$ cat src/pkg/swc_pkg.sv
// Constants and types shared by the sleep wake-up controller files.
package swc_pkg;

    // Special function register addresses on the core's register port.
    localparam logic [7:0] ADDR_TIMER_EXT_IRQ_CTRL = 8'h88;
    localparam logic [7:0] ADDR_RTC_CFG            = 8'hA1;
    localparam logic [7:0] ADDR_PORT0_PULLUP_EN    = 8'hB2;
    localparam logic [7:0] ADDR_PORT1_PULLUP_EN    = 8'hB3;
    localparam logic [7:0] ADDR_PORT2_PULLUP_EN    = 8'hB4;
    localparam logic [7:0] ADDR_POWER_CONTROL      = 8'hC5;
    localparam logic [7:0] ADDR_WAKE_CAUSE         = 8'hE8;
    localparam logic [7:0] ADDR_PM_IRQ_ENABLE      = 8'hEC;
    localparam logic [7:0] ADDR_TEMP_SUPPLY_DELTA  = 8'hF3;
    localparam logic [7:0] ADDR_MISC_POWER_CFG     = 8'hF4;
    localparam logic [7:0] ADDR_SCRATCH_FIRST      = 8'hFB;
    localparam logic [7:0] ADDR_SCRATCH_LAST       = 8'hFE;
    localparam logic [7:0] ADDR_EXT_PIN_WAKE_CFG   = 8'hFF;

    // Field positions.
    localparam int BIT_EXT_IRQ0_EDGE_SEL   = 0;
    localparam int BIT_EXT_IRQ0_FLAG       = 1;
    localparam int BIT_EXT_IRQ1_EDGE_SEL   = 2;
    localparam int BIT_EXT_IRQ1_FLAG       = 3;
    localparam int BIT_ALARM_WAKE_EN       = 1;
    localparam int BIT_SLEEP_CMD           = 4;
    localparam int BIT_EXT_VOLT_DELTA_EN   = 3;
    localparam int BIT_TEMP_MEAS_EN        = 3;
    localparam int BIT_RX_EDGE_FLAG        = 7;
    localparam int BIT_SWITCHED_SUPPLY_SRC = 6;
    localparam int BIT_LCD_SLEEP_EN        = 5;
    localparam int BIT_EXT_IRQ0_WAKE_CFG   = 0;
    localparam int MSB_EXT_IRQ1_WAKE_CFG   = 3;
    localparam int LSB_EXT_IRQ1_WAKE_CFG   = 1;
    localparam int MSB_RX_PIN_WAKE_CFG     = 1;

    // Wake cause bits, one per source but the receive pin.
    localparam int CAUSE_TEMP     = 0;
    localparam int CAUSE_VOLT     = 1;
    localparam int CAUSE_RESTORED = 2;
    localparam int CAUSE_MIDNIGHT = 3;
    localparam int CAUSE_ALARM    = 4;
    localparam int CAUSE_IRQ0     = 5;
    localparam int CAUSE_IRQ1     = 6;
    localparam int CAUSE_RESETPIN = 7;

    // Positions of the asynchronous inputs in the synchroniser vector.
    localparam int SYN_IRQ0     = 0;
    localparam int SYN_IRQ1     = 1;
    localparam int SYN_RX       = 2;
    localparam int SYN_RESET_N  = 3;
    localparam int SYN_MAIN     = 4;
    localparam int SYN_TEMP     = 5;
    localparam int SYN_VOLT     = 6;
    localparam int SYN_MIDNIGHT = 7;
    localparam int SYN_ALARM    = 8;
    localparam int SYN_COUNT    = 9;

    // Matching wake configuration codes.
    localparam logic [1:0] EXT_IRQ1_WAKE_CODE = 2'h3;
    localparam logic [1:0] RX_WAKE_CODE       = 2'h3;

    // Reset values of the registers.
    localparam logic [7:0] RST_REG8    = 8'h00;
    localparam logic [7:0] RST_PULLUP  = 8'hFF;

    // Core reset hold after a wake-up, as a time and in 100 MHz cycles.
    localparam int CLK_PERIOD_NS      = 10;
    localparam int WAKE_HOLD_NS       = 200;
    localparam int WAKE_HOLD_CYC      =
        (WAKE_HOLD_NS + CLK_PERIOD_NS - 1) / CLK_PERIOD_NS;
    localparam logic [7:0] WAKE_HOLD_CYC8 = 8'(WAKE_HOLD_CYC);

    // Operating modes, chosen by the supply feeding the switched output.
    typedef enum logic [1:0]
    {
        MODE_NORMAL  = 2'b00,
        MODE_BATTERY = 2'b01,
        MODE_SLEEP   = 2'b10
    } swc_mode_t;

    // Sequencer states.
    typedef enum logic [1:0]
    {
        ST_RUN   = 2'b00,
        ST_SLEEP = 2'b01,
        ST_WAKE  = 2'b10
    } swc_state_t;

endpackage : swc_pkg

$ cat src/pkg/swc_wake_if.sv
// Interface carrying synchronised levels and edges between design modules.
interface swc_wake_if #(
    parameter int N = 9
);
    logic [N-1:0] level;  // Synchronised input levels.
    logic [N-1:0] rise;   // One-cycle pulse on a rising edge.
    logic [N-1:0] fall;   // One-cycle pulse on a falling edge.

    modport det (output level, output rise, output fall);
    modport ctl (input level, input rise, input fall);
endinterface : swc_wake_if

$ cat src/rtl/swc_wake_detect.sv
// Two-stage synchronisers and edge detectors for the wake inputs.
module swc_wake_detect #(
    parameter int N = 9
)(
    input  wire logic clk,
    input  wire logic rst,
    input  wire logic [N-1:0] asyncIn,
    swc_wake_if.det   wk
);
    if (N < 1)
    begin : g_chk
        $error("swc_wake_detect needs at least one input");
    end

    logic [N-1:0] meta_r;  // First stage, read only by the second stage.
    logic [N-1:0] sync_r;  // Second stage, safe to use.
    logic [N-1:0] last_r;  // Previous synchronised value for edges.

    // Inputs are low after reset so a high pin gives one rising edge.
    always_ff @(posedge clk or posedge rst)
    begin
        if (rst)
        begin
            meta_r <= '0;
            sync_r <= '0;
            last_r <= '0;
        end
        else
        begin
            meta_r <= asyncIn;
            sync_r <= meta_r;
            last_r <= sync_r;
        end
    end

    // Edges are taken only from synchronised stages.
    assign wk.level = sync_r;
    assign wk.rise  = sync_r & ~last_r;
    assign wk.fall  = ~sync_r & last_r;
endmodule : swc_wake_detect

$ cat src/rtl/swc_sleep_wakeup_controller.sv
// Sleep entry, wake-up sources and retained registers of the always-on side.
// What this block does
// RULE_01: Firmware clears wake flag before sleeping again.
// RULE_02: Temperature change wakes unless measurement disabled.
// RULE_03: Voltage delta sets flag, wakes when enabled.
// RULE_04: Supply restoration always wakes, flagged on vector.
// RULE_05: Bit 6 shows switched output on main.
// RULE_06: Midnight tick always wakes, raising clock flag.
// RULE_07: Alarm wakes only when enable bit set.
// RULE_08: Interrupt pin 0 wakes at config 1.
// RULE_09: Pin wake leaves edge flags untouched.
// RULE_10: Interrupt pin 1 wakes at config 11x.
// RULE_11: Receive edges wake at config 11, flag.
// RULE_12: Reset pin low always wakes to battery.
// RULE_13: LCD optional in sleep, segment memory kept.
// RULE_14: Four scratch registers keep contents through sleep.
// RULE_15: Pins are inputs in sleep, wakes maskable.
// RULE_16: Pull-ups disableable per pin, one register/port.
// RULE_17: Operating mode follows switched supply source.
// RULE_18: Sleep removes core supply, core state lost.
// RULE_19: Writing bit 4 of power control sleeps.
// RULE_20: Wake restarts core from reset vector, battery.
// RULE_21: Wake request ORs enabled and nonmaskable sources.
// RULE_22: Wake inputs synchronised on always-on clock first.
module swc_sleep_wakeup_controller
    import swc_pkg::*;
(
    input  wire logic        clk,
    input  wire logic        rst,
    input  wire logic [7:0]  sfrAddr,
    input  wire logic [7:0]  sfrWrData,
    input  wire logic        sfrWr,
    input  wire logic        sfrRd,
    output logic      [7:0]  sfrRdData,
    input  wire logic        extIrq0PinN,
    input  wire logic        extIrq1PinN,
    input  wire logic        rxPin,
    input  wire logic        resetPinN,
    input  wire logic        switchedSupplyOnMain,
    input  wire logic        tempDelta,
    input  wire logic        extVoltageDelta,
    input  wire logic        midnightTick,
    input  wire logic        alarmTick,
    output swc_mode_t        opMode,
    output logic             coreSupplyEn,
    output logic             coreResetReq,
    output logic             ioForceInput,
    output logic             lcdDriverOn,
    output logic      [7:0]  port0PullupEn,
    output logic      [7:0]  port1PullupEn,
    output logic      [7:0]  port2PullupEn
);
    if (WAKE_HOLD_CYC < 1 || WAKE_HOLD_CYC > 255)
    begin : g_chk
        $error("wake hold count must fit 1 to 255 cycles");
    end

    // Synchronised inputs and their edges.
    swc_wake_if #(.N(SYN_COUNT)) wk ();
    logic [SYN_COUNT-1:0] asyncVec;  // All asynchronous wake inputs.

    assign asyncVec = {alarmTick, midnightTick, extVoltageDelta, tempDelta,
                       switchedSupplyOnMain, resetPinN, rxPin,
                       extIrq1PinN, extIrq0PinN};

    // Every wake input crosses two flops before any logic sees it.
    swc_wake_detect #(.N(SYN_COUNT)) u_detect (  // RULE_22
        .clk     (clk),
        .rst     (rst),
        .asyncIn (asyncVec),
        .wk      (wk)
    );

    // Software-visible registers; each _nxt is the value for the next edge.
    logic [7:0] timerCtrl_r;   // Timer and external interrupt control.
    logic [7:0] rtcCfg_r;      // Clock configuration.
    logic [7:0] pullup_r [3];  // One pull-up enable register per port.
    logic [7:0] pmIrqEn_r;     // Power management interrupt enables.
    logic [7:0] tempCfg_r;     // Temperature and supply delta setup.
    logic [7:0] miscCfg_r;     // Writable part of misc power config.
    logic [7:0] pinWakeCfg_r;  // Interrupt pin wake configuration.
    logic [7:0] scratch_r [4]; // Scratch pad kept through sleep.
    logic [7:0] cause_r;       // Sticky wake causes.
    logic [7:0] cause_nxt;
    logic       rxFlag_r;      // Receive edge flag.
    logic       rxFlag_nxt;
    logic [7:0] rdData_r;      // Registered read data.
    swc_state_t state_r;       // Sequencer state.
    swc_state_t state_nxt;
    logic [7:0] holdCnt_r;     // Core reset hold counter.
    logic [7:0] holdCnt_nxt;
    swc_mode_t  mode_r;        // Operating mode.
    swc_mode_t  mode_nxt;
    logic       supplyOn_r;    // Core supply enable.
    logic       coreRst_r;     // Core held in reset.
    logic       ioIn_r;        // I/O forced to inputs.
    logic       lcdOn_r;       // LCD driver running.

    // Register decode: one write strobe per register but the pull-ups, then the scratch pad.
    wire logic       wrTimer  = sfrWr && sfrAddr == ADDR_TIMER_EXT_IRQ_CTRL;
    wire logic       wrRtc    = sfrWr && sfrAddr == ADDR_RTC_CFG;
    wire logic       wrPmEn   = sfrWr && sfrAddr == ADDR_PM_IRQ_ENABLE;
    wire logic       wrTemp   = sfrWr && sfrAddr == ADDR_TEMP_SUPPLY_DELTA;
    wire logic       wrMisc   = sfrWr && sfrAddr == ADDR_MISC_POWER_CFG;
    wire logic       wrPinCfg = sfrWr && sfrAddr == ADDR_EXT_PIN_WAKE_CFG;
    wire logic       wrPower  = sfrWr && sfrAddr == ADDR_POWER_CONTROL;
    wire logic       wrCause  = sfrWr && sfrAddr == ADDR_WAKE_CAUSE;
    wire logic       isScratch = sfrAddr >= ADDR_SCRATCH_FIRST &&
                                 sfrAddr <= ADDR_SCRATCH_LAST;
    // Only the low two offset bits pick one of the four entries.
    wire logic [7:0] scratchOfs = sfrAddr - ADDR_SCRATCH_FIRST;
    wire logic [1:0] scratchIdx = scratchOfs[1:0];
    logic      [7:0] miscRead;  // Misc register as read.
    logic      [7:0] rdMux;     // Selected read value.

    // Source conditions; input terms come from synchronised levels and edges, the rest from state and config.
    wire logic       sleeping   = state_r == ST_SLEEP;
    wire logic       onMain     = wk.level[SYN_MAIN];
    wire logic       restored   = wk.rise[SYN_MAIN];
    wire logic       resetLow   = ~wk.level[SYN_RESET_N];
    // Edge select set takes the falling edge, clear takes the rising one.
    wire logic       irq0Edge   = timerCtrl_r[BIT_EXT_IRQ0_EDGE_SEL] ?
        wk.fall[SYN_IRQ0] : wk.rise[SYN_IRQ0];  // RULE_08
    wire logic       irq1Edge   = timerCtrl_r[BIT_EXT_IRQ1_EDGE_SEL] ?
        wk.fall[SYN_IRQ1] : wk.rise[SYN_IRQ1];  // RULE_10
    wire logic       irq0WakeOn =
        pinWakeCfg_r[BIT_EXT_IRQ0_WAKE_CFG];  // RULE_08
    wire logic       irq1WakeOn = pinWakeCfg_r[MSB_EXT_IRQ1_WAKE_CFG:
        LSB_EXT_IRQ1_WAKE_CFG + 1] == EXT_IRQ1_WAKE_CODE;  // RULE_10
    wire logic       rxWakeOn   =
        miscCfg_r[MSB_RX_PIN_WAKE_CFG:0] == RX_WAKE_CODE;
    wire logic       rxEdge     = wk.rise[SYN_RX] | wk.fall[SYN_RX]; // RULE_11
    logic      [7:0] causeSet;  // Causes seen this cycle.

    // Pin wake events count only while the pins are wake inputs.
    assign causeSet[CAUSE_TEMP]     = wk.rise[SYN_TEMP];
    assign causeSet[CAUSE_VOLT]     = wk.rise[SYN_VOLT];      // RULE_03
    assign causeSet[CAUSE_RESTORED] = restored;               // RULE_04
    assign causeSet[CAUSE_MIDNIGHT] = wk.rise[SYN_MIDNIGHT];  // RULE_06
    assign causeSet[CAUSE_ALARM]    = wk.rise[SYN_ALARM];
    assign causeSet[CAUSE_IRQ0]     = irq0Edge & irq0WakeOn & sleeping;
    assign causeSet[CAUSE_IRQ1]     = irq1Edge & irq1WakeOn & sleeping;
    assign causeSet[CAUSE_RESETPIN] = resetLow & sleeping;    // RULE_12

    // A write of one clears a cause, but a new event in that cycle wins.
    assign cause_nxt  = (cause_r & ~(wrCause ? sfrWrData : 8'h00))
                        | causeSet;
    // Writing zero clears the receive flag; a fresh edge still sets it.
    assign rxFlag_nxt = (rxFlag_r & ~(wrMisc &
                        ~sfrWrData[BIT_RX_EDGE_FLAG])) |
                        (rxEdge & rxWakeOn);                  // RULE_11

    // Pending flags keep requesting, so an uncleared cause wakes again.
    wire logic       wakeMaskable =
        (cause_r[CAUSE_TEMP] & tempCfg_r[BIT_TEMP_MEAS_EN]) |    // RULE_02
        (cause_r[CAUSE_VOLT] & pmIrqEn_r[BIT_EXT_VOLT_DELTA_EN]) | // RULE_03
        (cause_r[CAUSE_ALARM] & rtcCfg_r[BIT_ALARM_WAKE_EN]) |   // RULE_07
        (cause_r[CAUSE_IRQ0] & irq0WakeOn) |                     // RULE_15
        (cause_r[CAUSE_IRQ1] & irq1WakeOn) |
        (rxFlag_r & rxWakeOn);
    wire logic       wakeFixed =
        cause_r[CAUSE_RESTORED] | cause_r[CAUSE_MIDNIGHT] |
        cause_r[CAUSE_RESETPIN] | onMain;
    wire logic       wakeReq   = wakeMaskable | wakeFixed;  // RULE_21

    // Sequencer: run, sleep with the core unpowered, then a reset hold.
    always_comb
    begin
        state_nxt   = state_r;
        holdCnt_nxt = holdCnt_r;
        case (state_r)
            ST_RUN:
            begin
                // The command is ignored while on main supply.
                if (wrPower && sfrWrData[BIT_SLEEP_CMD] && !onMain)
                begin
                    state_nxt = ST_SLEEP;  // RULE_19
                end
            end
            ST_SLEEP:
            begin
                if (wakeReq)
                begin
                    state_nxt   = ST_WAKE;
                    holdCnt_nxt = WAKE_HOLD_CYC8;
                end
            end
            ST_WAKE:
            begin
                // Hold the core in reset so it starts at the reset vector.
                if (holdCnt_r == 8'h01)
                begin
                    state_nxt = ST_RUN;  // RULE_20
                end
                holdCnt_nxt = holdCnt_r - 8'h01;
            end
            default:
            begin
                state_nxt = ST_RUN;
            end
        endcase
    end

    // Mode follows the supply, and sleep only exists on battery.
    assign mode_nxt = onMain ? MODE_NORMAL :                  // RULE_17
                      (state_nxt == ST_SLEEP ? MODE_SLEEP : MODE_BATTERY);

    // Misc register: flag, supply source bit and the writable fields.
    assign miscRead = {rxFlag_r, onMain, miscCfg_r[5:0]};     // RULE_05

    // Read mux; unmapped addresses and the sleep command read as zero.
    assign rdMux =
        sfrAddr == ADDR_TIMER_EXT_IRQ_CTRL ? timerCtrl_r :
        sfrAddr == ADDR_RTC_CFG            ? rtcCfg_r    :
        sfrAddr == ADDR_PORT0_PULLUP_EN    ? pullup_r[0] :
        sfrAddr == ADDR_PORT1_PULLUP_EN    ? pullup_r[1] :
        sfrAddr == ADDR_PORT2_PULLUP_EN    ? pullup_r[2] :
        sfrAddr == ADDR_WAKE_CAUSE         ? cause_r     :
        sfrAddr == ADDR_PM_IRQ_ENABLE      ? pmIrqEn_r   :
        sfrAddr == ADDR_TEMP_SUPPLY_DELTA  ? tempCfg_r   :
        sfrAddr == ADDR_MISC_POWER_CFG     ? miscRead    :
        sfrAddr == ADDR_EXT_PIN_WAKE_CFG   ? pinWakeCfg_r :
        isScratch ? scratch_r[scratchIdx] : 8'h00;

    // Configuration registers; wake never touches the edge flags.
    always_ff @(posedge clk or posedge rst)
    begin
        if (rst)
        begin
            timerCtrl_r  <= RST_REG8;
            rtcCfg_r     <= RST_REG8;
            pmIrqEn_r    <= RST_REG8;
            tempCfg_r    <= RST_REG8;
            miscCfg_r    <= RST_REG8;
            pinWakeCfg_r <= RST_REG8;
        end
        else
        begin
            if (wrTimer)
                timerCtrl_r <= sfrWrData;  // RULE_09
            if (wrRtc)
                rtcCfg_r <= sfrWrData;
            if (wrPmEn)
                pmIrqEn_r <= sfrWrData;
            if (wrTemp)
                tempCfg_r <= sfrWrData;
            if (wrMisc)
                miscCfg_r <= sfrWrData;
            if (wrPinCfg)
                pinWakeCfg_r <= sfrWrData;
        end
    end

    // Pull-ups and scratch pad take their reset values only at power-on, never on wake.
    always_ff @(posedge clk or posedge rst)
    begin
        if (rst)
        begin
            pullup_r  <= '{default: RST_PULLUP};
            scratch_r <= '{default: RST_REG8};
        end
        else
        begin
            if (sfrWr && sfrAddr >= ADDR_PORT0_PULLUP_EN &&
                sfrAddr <= ADDR_PORT2_PULLUP_EN)
            begin
                pullup_r[2'(sfrAddr - ADDR_PORT0_PULLUP_EN)] <=
                    sfrWrData;  // RULE_16
            end
            if (sfrWr && isScratch)
            begin
                scratch_r[scratchIdx] <= sfrWrData;  // RULE_14
            end
        end
    end

    // Flags, sequencer and power outputs.
    always_ff @(posedge clk or posedge rst)
    begin
        if (rst)
        begin
            cause_r    <= RST_REG8;
            rxFlag_r   <= 1'b0;
            state_r    <= ST_RUN;
            holdCnt_r  <= 8'h00;
            mode_r     <= MODE_BATTERY;
            supplyOn_r <= 1'b1;
            coreRst_r  <= 1'b0;
            ioIn_r     <= 1'b0;
            lcdOn_r    <= 1'b1;
            rdData_r   <= 8'h00;
        end
        else
        begin
            cause_r    <= cause_nxt;
            rxFlag_r   <= rxFlag_nxt;
            state_r    <= state_nxt;
            holdCnt_r  <= holdCnt_nxt;
            mode_r     <= mode_nxt;
            supplyOn_r <= state_nxt != ST_SLEEP;  // RULE_18
            coreRst_r  <= state_nxt != ST_RUN;    // RULE_20
            ioIn_r     <= state_nxt == ST_SLEEP;  // RULE_15
            // The segment memory is not cleared here in any state.
            lcdOn_r    <= state_nxt != ST_SLEEP ||
                          miscCfg_r[BIT_LCD_SLEEP_EN];  // RULE_13
            if (sfrRd)
            begin
                rdData_r <= rdMux;
            end
        end
    end

    // Every output comes straight from a flop.
    assign sfrRdData     = rdData_r;
    assign opMode        = mode_r;
    assign coreSupplyEn  = supplyOn_r;
    assign coreResetReq  = coreRst_r;
    assign ioForceInput  = ioIn_r;
    assign lcdDriverOn   = lcdOn_r;
    assign port0PullupEn = pullup_r[0];
    assign port1PullupEn = pullup_r[1];
    assign port2PullupEn = pullup_r[2];
endmodule : swc_sleep_wakeup_controller

$ cat config.mk
export PLATFORM = sky130hd
export DESIGN_NAME = swc_sleep_wakeup_controller
export DESIGN_NICKNAME = d
export VERILOG_FILES = /design/src/pkg/swc_pkg.sv /design/src/pkg/swc_wake_if.sv /design/src/rtl/swc_wake_detect.sv /design/src/rtl/swc_sleep_wakeup_controller.sv
export SDC_FILE = /design/constraint.sdc
export NUM_CORES = 1
export LEC_CHECK = 0
export BUFFER_PORTS_ARGS = -buffer_cell sky130_fd_sc_hd__buf_2
export CORE_MARGIN = 8
export CORE_UTILIZATION = 35
export CTS_BUF_LIST = sky130_fd_sc_hd__clkbuf_2
export DETAILED_ROUTE_END_ITERATION = 8
export PLACE_DENSITY = 0.54
export SYNTH_ARGS = -nofsm -noshare
export SYNTH_HDL_FRONTEND = slang
export SYNTH_SLANG_ARGS = --single-unit
$ cat constraint.sdc
create_clock -name clk -period 11.2 [get_ports clk]
set_input_delay 0.56 -clock clk [delete_from_list [all_inputs] [get_ports clk]]
set_output_delay 0.56 -clock clk [all_outputs]
set_load 0.1 [all_outputs]
# After elaboration in Yosys (flattened, before gate mapping)
# Index checks and enable logic that the tools add are counted.
# classes
n_eq_ne,19
magnitude_cmp,8
muxes,31
addsub,3
bitwise_logic,37
reduce_logical,22
# ops
cell,count
2-to-1 mux 8 bit,17
equality test 8 bit (second input constant),11
bitwise mux 32 bit,1
demux 8 bit (select 2 bit),2
bitwise mux 24 bit,1
binary-select mux 8 bit (select 2 bit),1
greater-or-equal comparator 8 bit (second input constant),2
<= comparator 8 bit (second input constant),2
logical AND 1 bit,16
case mux 8 bit (2 select lines),1
AND 1 bit,14
bitwise OR 1 bit,11
2-to-1 mux 2 bit,5
AND 9 bit,1
inverter 9 bit,1
AND 8 bit,1
equality test 8 x 1 -> 1 bit (second input constant),1
inverter 8 bit,1
bitwise OR 8 bit,1
subtractor 8 x 1 -> 8 bit (second input constant),1
equality test 2 bit (second input constant),3
greater-or-equal comparator 3 bit (second input constant),2
less-than comparator 3 x 1 -> 1 bit (second input constant),2
inverter 2 -> 3 bit,2
other kinds (13),20
# word_totals
regBits,162
input_bits,29
word_cells,146

# Longest topological paths before layout
# Gate-level depths: netlist of the first run.
# logic_depth
word_depth,16
depth_mapped,10
mapped_depth_nobuf,8

# Hierarchy
# From an unflattened synthesis of the first run, not the netlist that was laid out.
# unflattened
cells_unflattened,600
area_unflattened_um2,7413.4
# by_module_without_submodules
module,area_per_inst_um2,n_inst,cells_each
swc_sleep_wakeup_controller,6576.3,1,554
swc_wake_detect,837.1,1,46

# Worst setup path before layout of the first run
# No wires, ideal clock.
# synth_path
kind,in2reg
start,input port sfrAddr[0]
end,register rdData_r[0] (netlist: sfrRdData[0])
path_slack_ns,8.888
stages,9
required_ns,11.106
arrival_time_ns,2.218
setup_time_ns,0.094
cell_sequence,buf_4 inv_1 ha_1 nand2_1 or4_1 buf_2 nand2_1 a221oi_1 a221oi_2
# synth_between
elab_chain_len,16
word_cells_on_any_way,29
# synth_rtl
item,line_no,source
from (decl),swc_sleep_wakeup_controller.sv:30,"input wire logic [7:0] sfrAddr,"
subtractor 2 bit,swc_sleep_wakeup_controller.sv:111,wire logic [7:0] scratchOfs = sfrAddr - ADDR_SCRATCH_FIRST;
inverter 2 -> 3 bit (not written as such),swc_sleep_wakeup_controller.sv:223,isScratch ? scratch_r[scratchIdx] : 8'h00;
binary-select mux 8 bit (select 2 bit),swc_sleep_wakeup_controller.sv:223,
2-to-1 mux 8 bit (not written as such) (2 in series),swc_sleep_wakeup_controller.sv:223,
2-to-1 mux 8 bit,swc_sleep_wakeup_controller.sv:223,
2-to-1 mux 8 bit,swc_sleep_wakeup_controller.sv:222,sfrAddr == ADDR_EXT_PIN_WAKE_CFG ? pinWakeCfg_r :
2-to-1 mux 8 bit,swc_sleep_wakeup_controller.sv:221,sfrAddr == ADDR_MISC_POWER_CFG ? miscRead :
2-to-1 mux 8 bit,swc_sleep_wakeup_controller.sv:220,sfrAddr == ADDR_TEMP_SUPPLY_DELTA ? tempCfg_r :
2-to-1 mux 8 bit,swc_sleep_wakeup_controller.sv:219,sfrAddr == ADDR_PM_IRQ_ENABLE ? pmIrqEn_r :
2-to-1 mux 8 bit,swc_sleep_wakeup_controller.sv:218,sfrAddr == ADDR_WAKE_CAUSE ? cause_r :
2-to-1 mux 8 bit,swc_sleep_wakeup_controller.sv:217,sfrAddr == ADDR_PORT2_PULLUP_EN ? pullup_r[2] :
2-to-1 mux 8 bit,swc_sleep_wakeup_controller.sv:216,sfrAddr == ADDR_PORT1_PULLUP_EN ? pullup_r[1] :
2-to-1 mux 8 bit,swc_sleep_wakeup_controller.sv:215,sfrAddr == ADDR_PORT0_PULLUP_EN ? pullup_r[0] :
2-to-1 mux 8 bit,swc_sleep_wakeup_controller.sv:214,sfrAddr == ADDR_RTC_CFG ? rtcCfg_r :
2-to-1 mux 8 bit *,swc_sleep_wakeup_controller.sv:213,sfrAddr == ADDR_TIMER_EXT_IRQ_CTRL ? timerCtrl_r :
to (signal assigned),swc_sleep_wakeup_controller.sv:308,rdData_r <= rdMux;
to (decl),swc_sleep_wakeup_controller.sv:87,logic [7:0] rdData_r;
# Mark *: on every way between the ends. The rest lies on a longest branch, timed or not. The select of a mux whose other input is x is not followed.
# A chain may end at the register's enable or synchronous reset.

# Worst setup path in the final report of the first run
# Ends and elaborated chain as after synthesis.

==> results of run 1 <==
cell usage in the layout, fill, tap and decap left out, drive strengths merged, types with 8 or more instances in the layout:
cell         instances
a21oi                9
inv                 19
o21ai               36
buf                 68
nand3               23
o221ai              10
dfrtp              134
clkbuf              18
dlygate4sd3         10
a22oi               13
mux2               104
mux4                 8
nand2               61
nor2                24
a221oi               8
dfstp               27
metrics by stage:
step	utilization	cell area, µm²	hold slack [ns]	worst slack (ns)
6_report	0.400	8100	0.218	8.86
5_1_grt	0.400	8100	0.121	8.70
4_1_cts	0.400	8100	0.128	8.78
3_5_place_dp	0.384	7760	0.338	8.11
3_3_place_gp	0.384	7760	0.332	8.25
2_1_floorplan	-	7230	0.331	6.34
layer usage:
layer | routed length (µm) | share of wire | vias to the layer above | GRT usage
li1 | - | - | 2251 | -
met1 | 9110 | 0.47 | 2596 | 0.212
met2 | 8840 | 0.46 | 138 | 0.239
met3 | 978 | 0.051 | 20 | 0.0388
met4 | 298 | 0.015 | 0 | 0.0450
met5 | 0 | 0 | - | 0
critical path, cell delays in order:
cell	delay (ns)
buf_2	0.33
ha_1	0.50
nor3b_2	0.61
a22oi_1	0.18
o21ai_0	0.29
a21oi_1	0.18
a221oi_2	0.33
sequential cells by signal (all words and copies together) (netlist names), 2 cells and up:
signal / flops
miscCfg_r: 6
u_detect.wk.level: 9
port1PullupEn: 8
pmIrqEn_r: 8
sfrRdData: 8
port0PullupEn: 8
u_detect.last_r: 8
opMode: 2
state_r: 2
holdCnt_r: 8
rtcCfg_r: 8
tempCfg_r: 8
pinWakeCfg_r: 8
scratch_r: 32
port2PullupEn: 8
timerCtrl_r: 8
cause_r: 8
u_detect.meta_r: 9
power by group:
| group | internal, mW | total (mW) | switching (mW) | leakage, nW |
|---|---|---|---|---|
| combinational | 0.0497 | 0.151 | 0.102 | 1.57 |
| sequential | 0.618 | 0.647 | 0.0283 | 2.02 |
| clock | 0.0904 | 0.314 | 0.223 | 0.150 |
cells by family after synthesis:
logic type | after synthesis | synth area share
compound gates | 100 | 0.0975
xor+xnor | 7 | 0.00848
fa+ha+maj | 7 | 0.0121
buf+inv | 41 | 0.0273
flops | 161 | 0.562
mux | 112 | 0.187
simple gates | 150 | 0.106
area by class of cell:
type                    instances  area share
inverters                      11     0.00572
well taps                     270      0.0417
diodes                          1    0.000309
clock inverters                14      0.0179
multi-input cells             376       0.367
flip-flops and latches        161       0.502
clock buffers                  18      0.0111
repair buffers                 78      0.0550
worst paths after layout:
kind	slack, ns	cells after the start	to
worst min-delay path	0.22	2	sfrRdData[0]
worst max register to register	8.92	6	coreResetReq
max in group asynchronous	9.18	4	pinWakeCfg_r[6]
min in group asynchronous	0.47	3	u_detect.meta_r[2]
worst min register to register	0.37	0	u_detect.wk.level[3]
worst max-delay path	8.86	7	sfrRdData[0]
repair_timing:
action                    in CTS  in global routing
hold endpoints to repair      71                  0
hold buffers                  10                  0
gates resized for setup        0                  0
==> metrics.csv, run 1 <==
stage,metric,value,unit
route,drt_iter0_markers,437,
floorplanning,initial_core_util,0.357,
sta,drv_slew,0,
sta,post-route-period-util,0.209,
floorplanning,coreArea,0.0202,mm²
placement,dp.cells,886,
power_and_ir_drop,vdd_ir_drop_max,0.0972,mV
sta,setup_viol,0,
clock_tree,cts.sinks,161,
route,drc,0,
floorplanning,die_w,160,µm
worst_setup_path,critical_path.max_fanout,14,
clock_tree,cts.clk_slew.worst_paths,0.25,ns
yosys,synth_top_area_share,0.464,
sta,post-route-min-period,2.34,ns
status,status,finished clean,
clock_tree,post-cts-setup-buffer-count,0,
route,num_vias,5005,
route,first_pass_iters,6,
global_routing,grt_pass1_vias,5305,
route,vias_per_cell,5.39,
yosys,avgSynthCellArea,12.5,µm²
floorplanning,row_count,52,
yosys,synth_most_common_cell,dfrtp_1,
route,detail_route.wl_per_cell,20.7,µm
yosys,synthTopCellsByArea,"dfrtp_1 46%, mux2_2 12%, dfstp_2 9.8%",
placement,portBuffers,66,
cells_and_area,fillers,1970,
yosys,yosys_register_bits,161,
worst_setup_path,end_kind,register,
worst_setup_path,arrival,3.00,ns
route,ant_nets,0,
yosys,seq_area_frac_synth,0.562,
clock_tree,h-tree-depth,4,
sta,fin_tns_setup,0,ns
worst_hold_path,hold_start,sfrRd,
clock_tree,cts_tree,yes,
sta,max_freq,427,MHz
clock_tree,cts_made_buffers,17,
sta,hold_violations,0,
yosys,synth-async-reset-ratio,1.00,
clock_tree,clk_path_buf_depth,2,
global_routing,grt_pass1_wl,31300,µm
yosys,syn_inst,578,
yosys,yosysTopAreaCell,dfrtp_1,
worst_setup_path,reg2reg_from,cause_r[3],
worst_setup_path,required,11.86,ns
sta,rsz0062_at_grt,false,
global_routing,grt_max_degree,83,
cells_and_area,seqCellArea,0.00406,mm²
cells_and_area,stdcell_count,929,
floorplanning,dieArea,0.0255,mm²
yosys,synth_edf_count,0,
clock_tree,cts_root_buffer,clkbuf_2,
worst_setup_path,path_class,input port to register,
power_and_ir_drop,leakage,3.74,nW
global_routing,grt_overflow,0,
clock_tree,clk_latency,0.72,ns
sta,worstMarginPinSlew,0.975,ns
placement,gp_congestion,0.911,
floorplanning,ios,67,
yosys,netlist_top_cells_count,"134 x dfrtp_1, 80 x mux2_2, 61 x nand2_1",
sta,skew,0.0391,ns
cells_and_area,finalNetCount,681,
power_and_ir_drop,powerDensity,137,mW/mm²
cells_and_area,multiInputGateArea,0.00297,mm²
cells_and_area,syn_to_final_growth,12.0,%
worst_setup_path,crit_start,sfrAddr[0],
yosys,synth_ff_type,dfrtp_1,
run,cap_violations,0,
yosys,yosysWarnings,0,
placement,dp_hpwl,13600,µm
global_routing,grt_util_all_layers,0.155,
floorplanning,die_y,160,µm
yosys,ys_types,51,
route,finalWirelength,19200,µm
worst_setup_path,crit_path_start_kind,input port,
global_routing,antenna_found_initial,0,
worst_hold_path,hold_class,input port to register,
yosys,synthesis.nets,614,
cells_and_area,drive_above_1_share,0.342,
power_and_ir_drop,finalPower,1.11,mW
yosys,syn_area,0.00723,mm²
sta,relSlewSlack,0.350,
Power figures use the tool's default switching activity.
==> inputs of run 2 (changes only) <==
- clock period: 11.2 -> 2.2 ns (I/O delays scaled with it)
==> metrics.csv, run 2 (same netlist as run 1, synthesis figures left out) <==
stage,metric,value,unit
status,status,finished clean,
sta,fin_tns_setup,0,ns
floorplanning,row_count,52,
worst_setup_path,critical_path.max_fanout,6,
route,ant_nets,0,
sta,max_freq,490,MHz
floorplanning,die_y,160,µm
worst_setup_path,arrival,2.70,ns
clock_tree,post-cts-setup-buffer-count,0,
sta,worstMarginPinSlew,0.515,ns
global_routing,grt_util_all_layers,0.160,
worst_hold_path,hold_class,input port to register,
global_routing,grt_overflow,0,
global_routing,antenna_found_initial,2,
clock_tree,clk_path_buf_depth,2,
worst_setup_path,crit_path_start_kind,register,
cells_and_area,syn_to_final_growth,18.5,%
cells_and_area,drive_above_1_share,0.363,
route,drc,0,
clock_tree,cts.clk_slew.worst_paths,0.27,ns
floorplanning,die_w,160,µm
sta,hold_ws,0.107,ns
power_and_ir_drop,finalPower,5.76,mW
power_and_ir_drop,vdd_ir_drop_max,0.376,mV
worst_setup_path,end_kind,register,
route,first_pass_iters,5,
floorplanning,initial_core_util,0.357,
clock_tree,clk_latency,0.75,ns
floorplanning,dieArea,0.0255,mm²
run,cap_violations,0,
placement,dpl_cell_area,0.00801,mm²
clock_tree,h-tree-depth,4,
global_routing,grt_pass1_vias,5346,
route,detail_route.wl_per_cell,20.6,µm
sta,post-route-min-period,2.04,ns
worst_setup_path,crit_start,cause_r[3],
cells_and_area,final_common_cell,dfrtp_1,
clock_tree,cts_made_buffers,17,
power_and_ir_drop,powerDensity,673,mW/mm²
sta,drv_slew,0,
placement,dp_hpwl,14400,µm
cells_and_area,postLayoutCoreUtil,0.423,
route,num_vias,5172,
worst_setup_path,reg2reg_from,cause_r[3],
sta,post-route-period-util,0.928,
worst_setup_path,path_class,register to register,
worst_hold_path,hold_start,sfrAddr[6],
clock_tree,cts_root_buffer,clkbuf_2,
floorplanning,coreArea,0.0202,mm²
clock_tree,cts_tree,yes,
route,finalWirelength,20200,µm
cells_and_area,regMostFlops,scratch_r,
worst_setup_path,cpPeakStageDelay,0.50,ns
route,vias_per_cell,5.27,
placement,gp_congestion,0.873,
sta,relSlewSlack,0.656,
floorplanning,ios,67,
placement,portBuffers,66,
worst_setup_path,required,2.86,ns
global_routing,grt_pass1_wl,31700,µm
sta,hold_violations,0,
power_and_ir_drop,leakage,3.97,nW
sta,setup_viol,0,
sta,rsz0062_at_grt,false,
route,drt_iter0_markers,262,
sta,skew,0.0439,ns
cells_and_area,largest_register_ffs,32,
cells_and_area,finalNetCount,731,
global_routing,grt_max_degree,54,
cells_and_area,fin_area,0.00856,mm²
clock_tree,cts.sinks,161,
worst_setup_path,worstPathCellList,nor4_1 -> nand4_1 -> a221oi_2 -> nand2b_2 -> o21ai_0 -> or2_1,
cells_and_area,layout_common_cells,"134 x dfrtp_1, 80 x mux2_2, 66 x buf_2",
worst_setup_path,critPathSlowestCell,dfrtp_1,
cells_and_area,fillers,1930,
==> run 2: changes by cell type in the layout (fill, tap and decap cells not counted), sizes merged <==
cell	before	now
dlygate4sd3	10	30
clkinvlp	0	4
clkinv	5	1
diode	1	3
buf	68	98
clkbuf	18	19
inv	19	18
==> run 2: worst paths after layout <==
| kind | endpoint | slack, ns | cells past startpoint |
|---|---|---|---|
| worst max-delay path | coreResetReq | 0.16 | 6 |
| worst min-delay path | ioForceInput | 0.11 | 5 |
| worst max register to register | coreResetReq | 0.16 | 6 |
| worst min register to register | u_detect.wk.level[2] | 0.39 | 0 |
| max in group asynchronous | scratch_r[21] | 1.01 | 5 |
| min in group asynchronous | miscCfg_r[0] | 0.45 | 4 |
==> run 2: per-stage QoR <==
stage | setup slack [ns] | instances
global route | 0.0595 | 980
floorplan | 0.0692 | 578
CTS | 0.0815 | 978
global placement | -0.0468 | 916
detailed placement | -0.0479 | 916
finish | 0.159 | 981
==> run 2: repair_timing <==
action                     4_1_cts  5_1_grt
hold endpoints to repair       289        0
gates resized for setup          1        1
hold buffers                    30        0
cloned                           0        0
pin swaps                        0        0
setup endpoints to repair        1        1
==> run 2: worst max-delay path: cells and delay by family, from the launching register on <==
family,cells,cell delay (ns)
AOI/OAI and AO/OA,2,0.50
and+or+nand+nor,4,0.96
DFF,1,0.50
==> run 2: power breakdown <==
| part | total (mW) | internal, mW | switching [mW] |
|---|---|---|---|
| Clock | 1.63 | 0.465 | 1.17 |
| Sequential | 3.29 | 3.15 | 0.141 |
| Combinational | 0.842 | 0.307 | 0.535 |
==> run 2: cell type report <==
class                   instances  area (µm²)  share of cell area
well taps                     270         338              0.0395
inverters                      11        45.0             0.00526
clock inverters                13         141              0.0165
repair buffers                128         896               0.105
multi-input cells             376        2980               0.348
diodes                          3        7.51            0.000877
clock buffers                  19        95.1              0.0111
flip-flops and latches        161        4060               0.474
==> run 2: routing by layer <==
layer,track usage,vias to the layer above,wire (µm)
met2,0.245,139,9220
met3,0.0383,12,935
met4,0.0377,0,196
li1,-,2349,-
met5,0,-,0
met1,0.223,2672,9900
==> inputs of run 3 (changes only) <==
- REMOVE_ABC_BUFFERS: unset -> 1
- TNS_END_PERCENT: unset -> 50
==> metrics.csv, run 3 (same netlist as run 1, synthesis figures left out) <==
stage,metric,value,unit
status,status,finished clean,
clock_tree,clk_path_buf_depth,2,
clock_tree,cts.clk_slew.worst_paths,0.23,ns
power_and_ir_drop,vdd_ir_drop_max,0.445,mV
sta,relSlewSlack,0.550,
clock_tree,cts.sinks,161,
route,first_pass_iters,5,
global_routing,grt_pass1_wl,31600,µm
floorplanning,initial_core_util,0.357,
cells_and_area,syn_to_final_growth,18.0,%
run,cap_violations,0,
cells_and_area,regMostFlops,scratch_r,
worst_hold_path,hold_class,input port to register,
global_routing,grt_pass1_vias,5238,
cells_and_area,largest_register_ffs,32,
worst_setup_path,path_class,register to register,
placement,dp.cells,904,
cells_and_area,drive_above_1_share,0.353,
cells_and_area,layout_common_cells,"134 x dfrtp_1, 80 x mux2_2, 66 x buf_2",
global_routing,grt_util_all_layers,0.158,
cells_and_area,final_common_cell,dfrtp_1,
worst_setup_path,required,2.86,ns
sta,hold_ws,0.0808,ns
worst_setup_path,reg2reg_from,u_detect.wk.level[4],
route,detail_route.wl_per_cell,20.6,µm
sta,setup_viol,0,
worst_setup_path,arrival,2.68,ns
route,ant_nets,0,
clock_tree,h-tree-depth,4,
sta,drv_slew,0,
placement,portBuffers,66,
worst_setup_path,crit_path_start_kind,register,
power_and_ir_drop,finalPower,5.96,mW
worst_setup_path,crit_start,u_detect.wk.level[4],
global_routing,grt_overflow,0,
clock_tree,post-cts-setup-buffer-count,0,
sta,rsz0062_at_grt,false,
clock_tree,clk_latency,0.72,ns
route,drt_iter0_markers,444,
route,finalWirelength,19900,µm
floorplanning,die_w,160,µm
power_and_ir_drop,powerDensity,698,mW/mm²
sta,post-route-period-util,0.919,
cells_and_area,stdcell_count,967,
placement,gp_congestion,0.871,
global_routing,grt_max_degree,57,
sta,skew,0.0336,ns
clock_tree,cts_tree,yes,
sta,hold_violations,0,
power_and_ir_drop,leakage,3.94,nW
worst_hold_path,hold_start,sfrAddr[4],
clock_tree,cts_made_buffers,17,
floorplanning,row_count,52,
worst_setup_path,critical_path.max_fanout,5,
placement,dp_hpwl,13800,µm
sta,max_freq,495,MHz
cells_and_area,finalNetCount,719,
route,vias_per_cell,5.34,
cells_and_area,postLayoutCoreUtil,0.422,
floorplanning,coreArea,0.0202,mm²
global_routing,antenna_found_initial,2,
sta,post-route-min-period,2.02,ns
clock_tree,cts_root_buffer,clkbuf_2,
worst_setup_path,end_kind,register,
floorplanning,dieArea,0.0255,mm²
floorplanning,die_y,160,µm
sta,worstMarginPinSlew,0.669,ns
route,drc,0,
route,num_vias,5159,
floorplanning,ios,67,
run 3: changes by cell type in the layout (fill, tap and decap cells not counted), moves of 2 or more:
cell / change
diode_2: -2
bufinv_16: +3
clkinv_2: +2
inv_8: -4
buf_4: -12
run 3: cell type report:
type	instances	area, µm²
antenna	1	2.50
clock buffer	19	95.1
clock inverter	13	186
fill	1922	11700
inverter	11	46.3
multi-input combinational	376	2990
sequential	161	4060
tap	270	338
timing repair buffer	116	806
run 3: stage by stage:
| stage | setup WS (ns) | instance area (µm²) | setup TNS (ns) |
|---|---|---|---|
| 6_report | 0.178 | 8530 | 0 |
| 3_5_place_dp | -0.00173 | 7920 | -0.00173 |
| 2_1_floorplan | -2.21 | 7070 | -324.38 |
| 4_1_cts | 0.0863 | 8490 | 0 |
| 3_3_place_gp | 0.0289 | 7920 | 0 |
| 5_1_grt | 0.0484 | 8530 | 0 |
run 3: path summary, 6_finish.rpt:
path	to	slack, ns	cells after the start
worst min register to register	u_detect.wk.level[7]	0.37	0
worst max register to register	coreResetReq	0.18	6
max in group asynchronous	port1PullupEn[2]	0.91	5
min in group asynchronous	timerCtrl_r[3]	0.57	4
worst max-delay path	coreResetReq	0.18	6
worst min-delay path	sfrRdData[2]	0.08	6
run 3: where the power goes:
group	switching, mW	total, mW	internal, mW	leakage [nW]
logic	0.526	0.822	0.295	1.76
registers	0.146	3.29	3.15	2.02
clock network	1.08	1.84	0.761	0.157
run 3: timing repair:
action / in CTS / in global routing
setup endpoints to repair: 1 / 2
pin swaps: 0 / 1
endpoints found under the hold margin: 265 / 2
hold buffers: 28 / 2
resized for setup: 1 / 3
run 3: critical path, cell delays in order (launching register included):
cell and delay, ns:
dfrtp_1 0.52, inv_1 0.16, nand4_1 0.11, nor4_1 0.58, a21oi_1 0.22, nor2_1 0.25
or2_1 0.14
run 3: routing by layer:
metal	share of wire	GRT usage	vias up
met5	0	0	-
met4	0.010	0.0360	0
met3	0.067	0.0424	13
met2	0.45	0.240	162
met1	0.47	0.222	2653
li1	-	-	2331
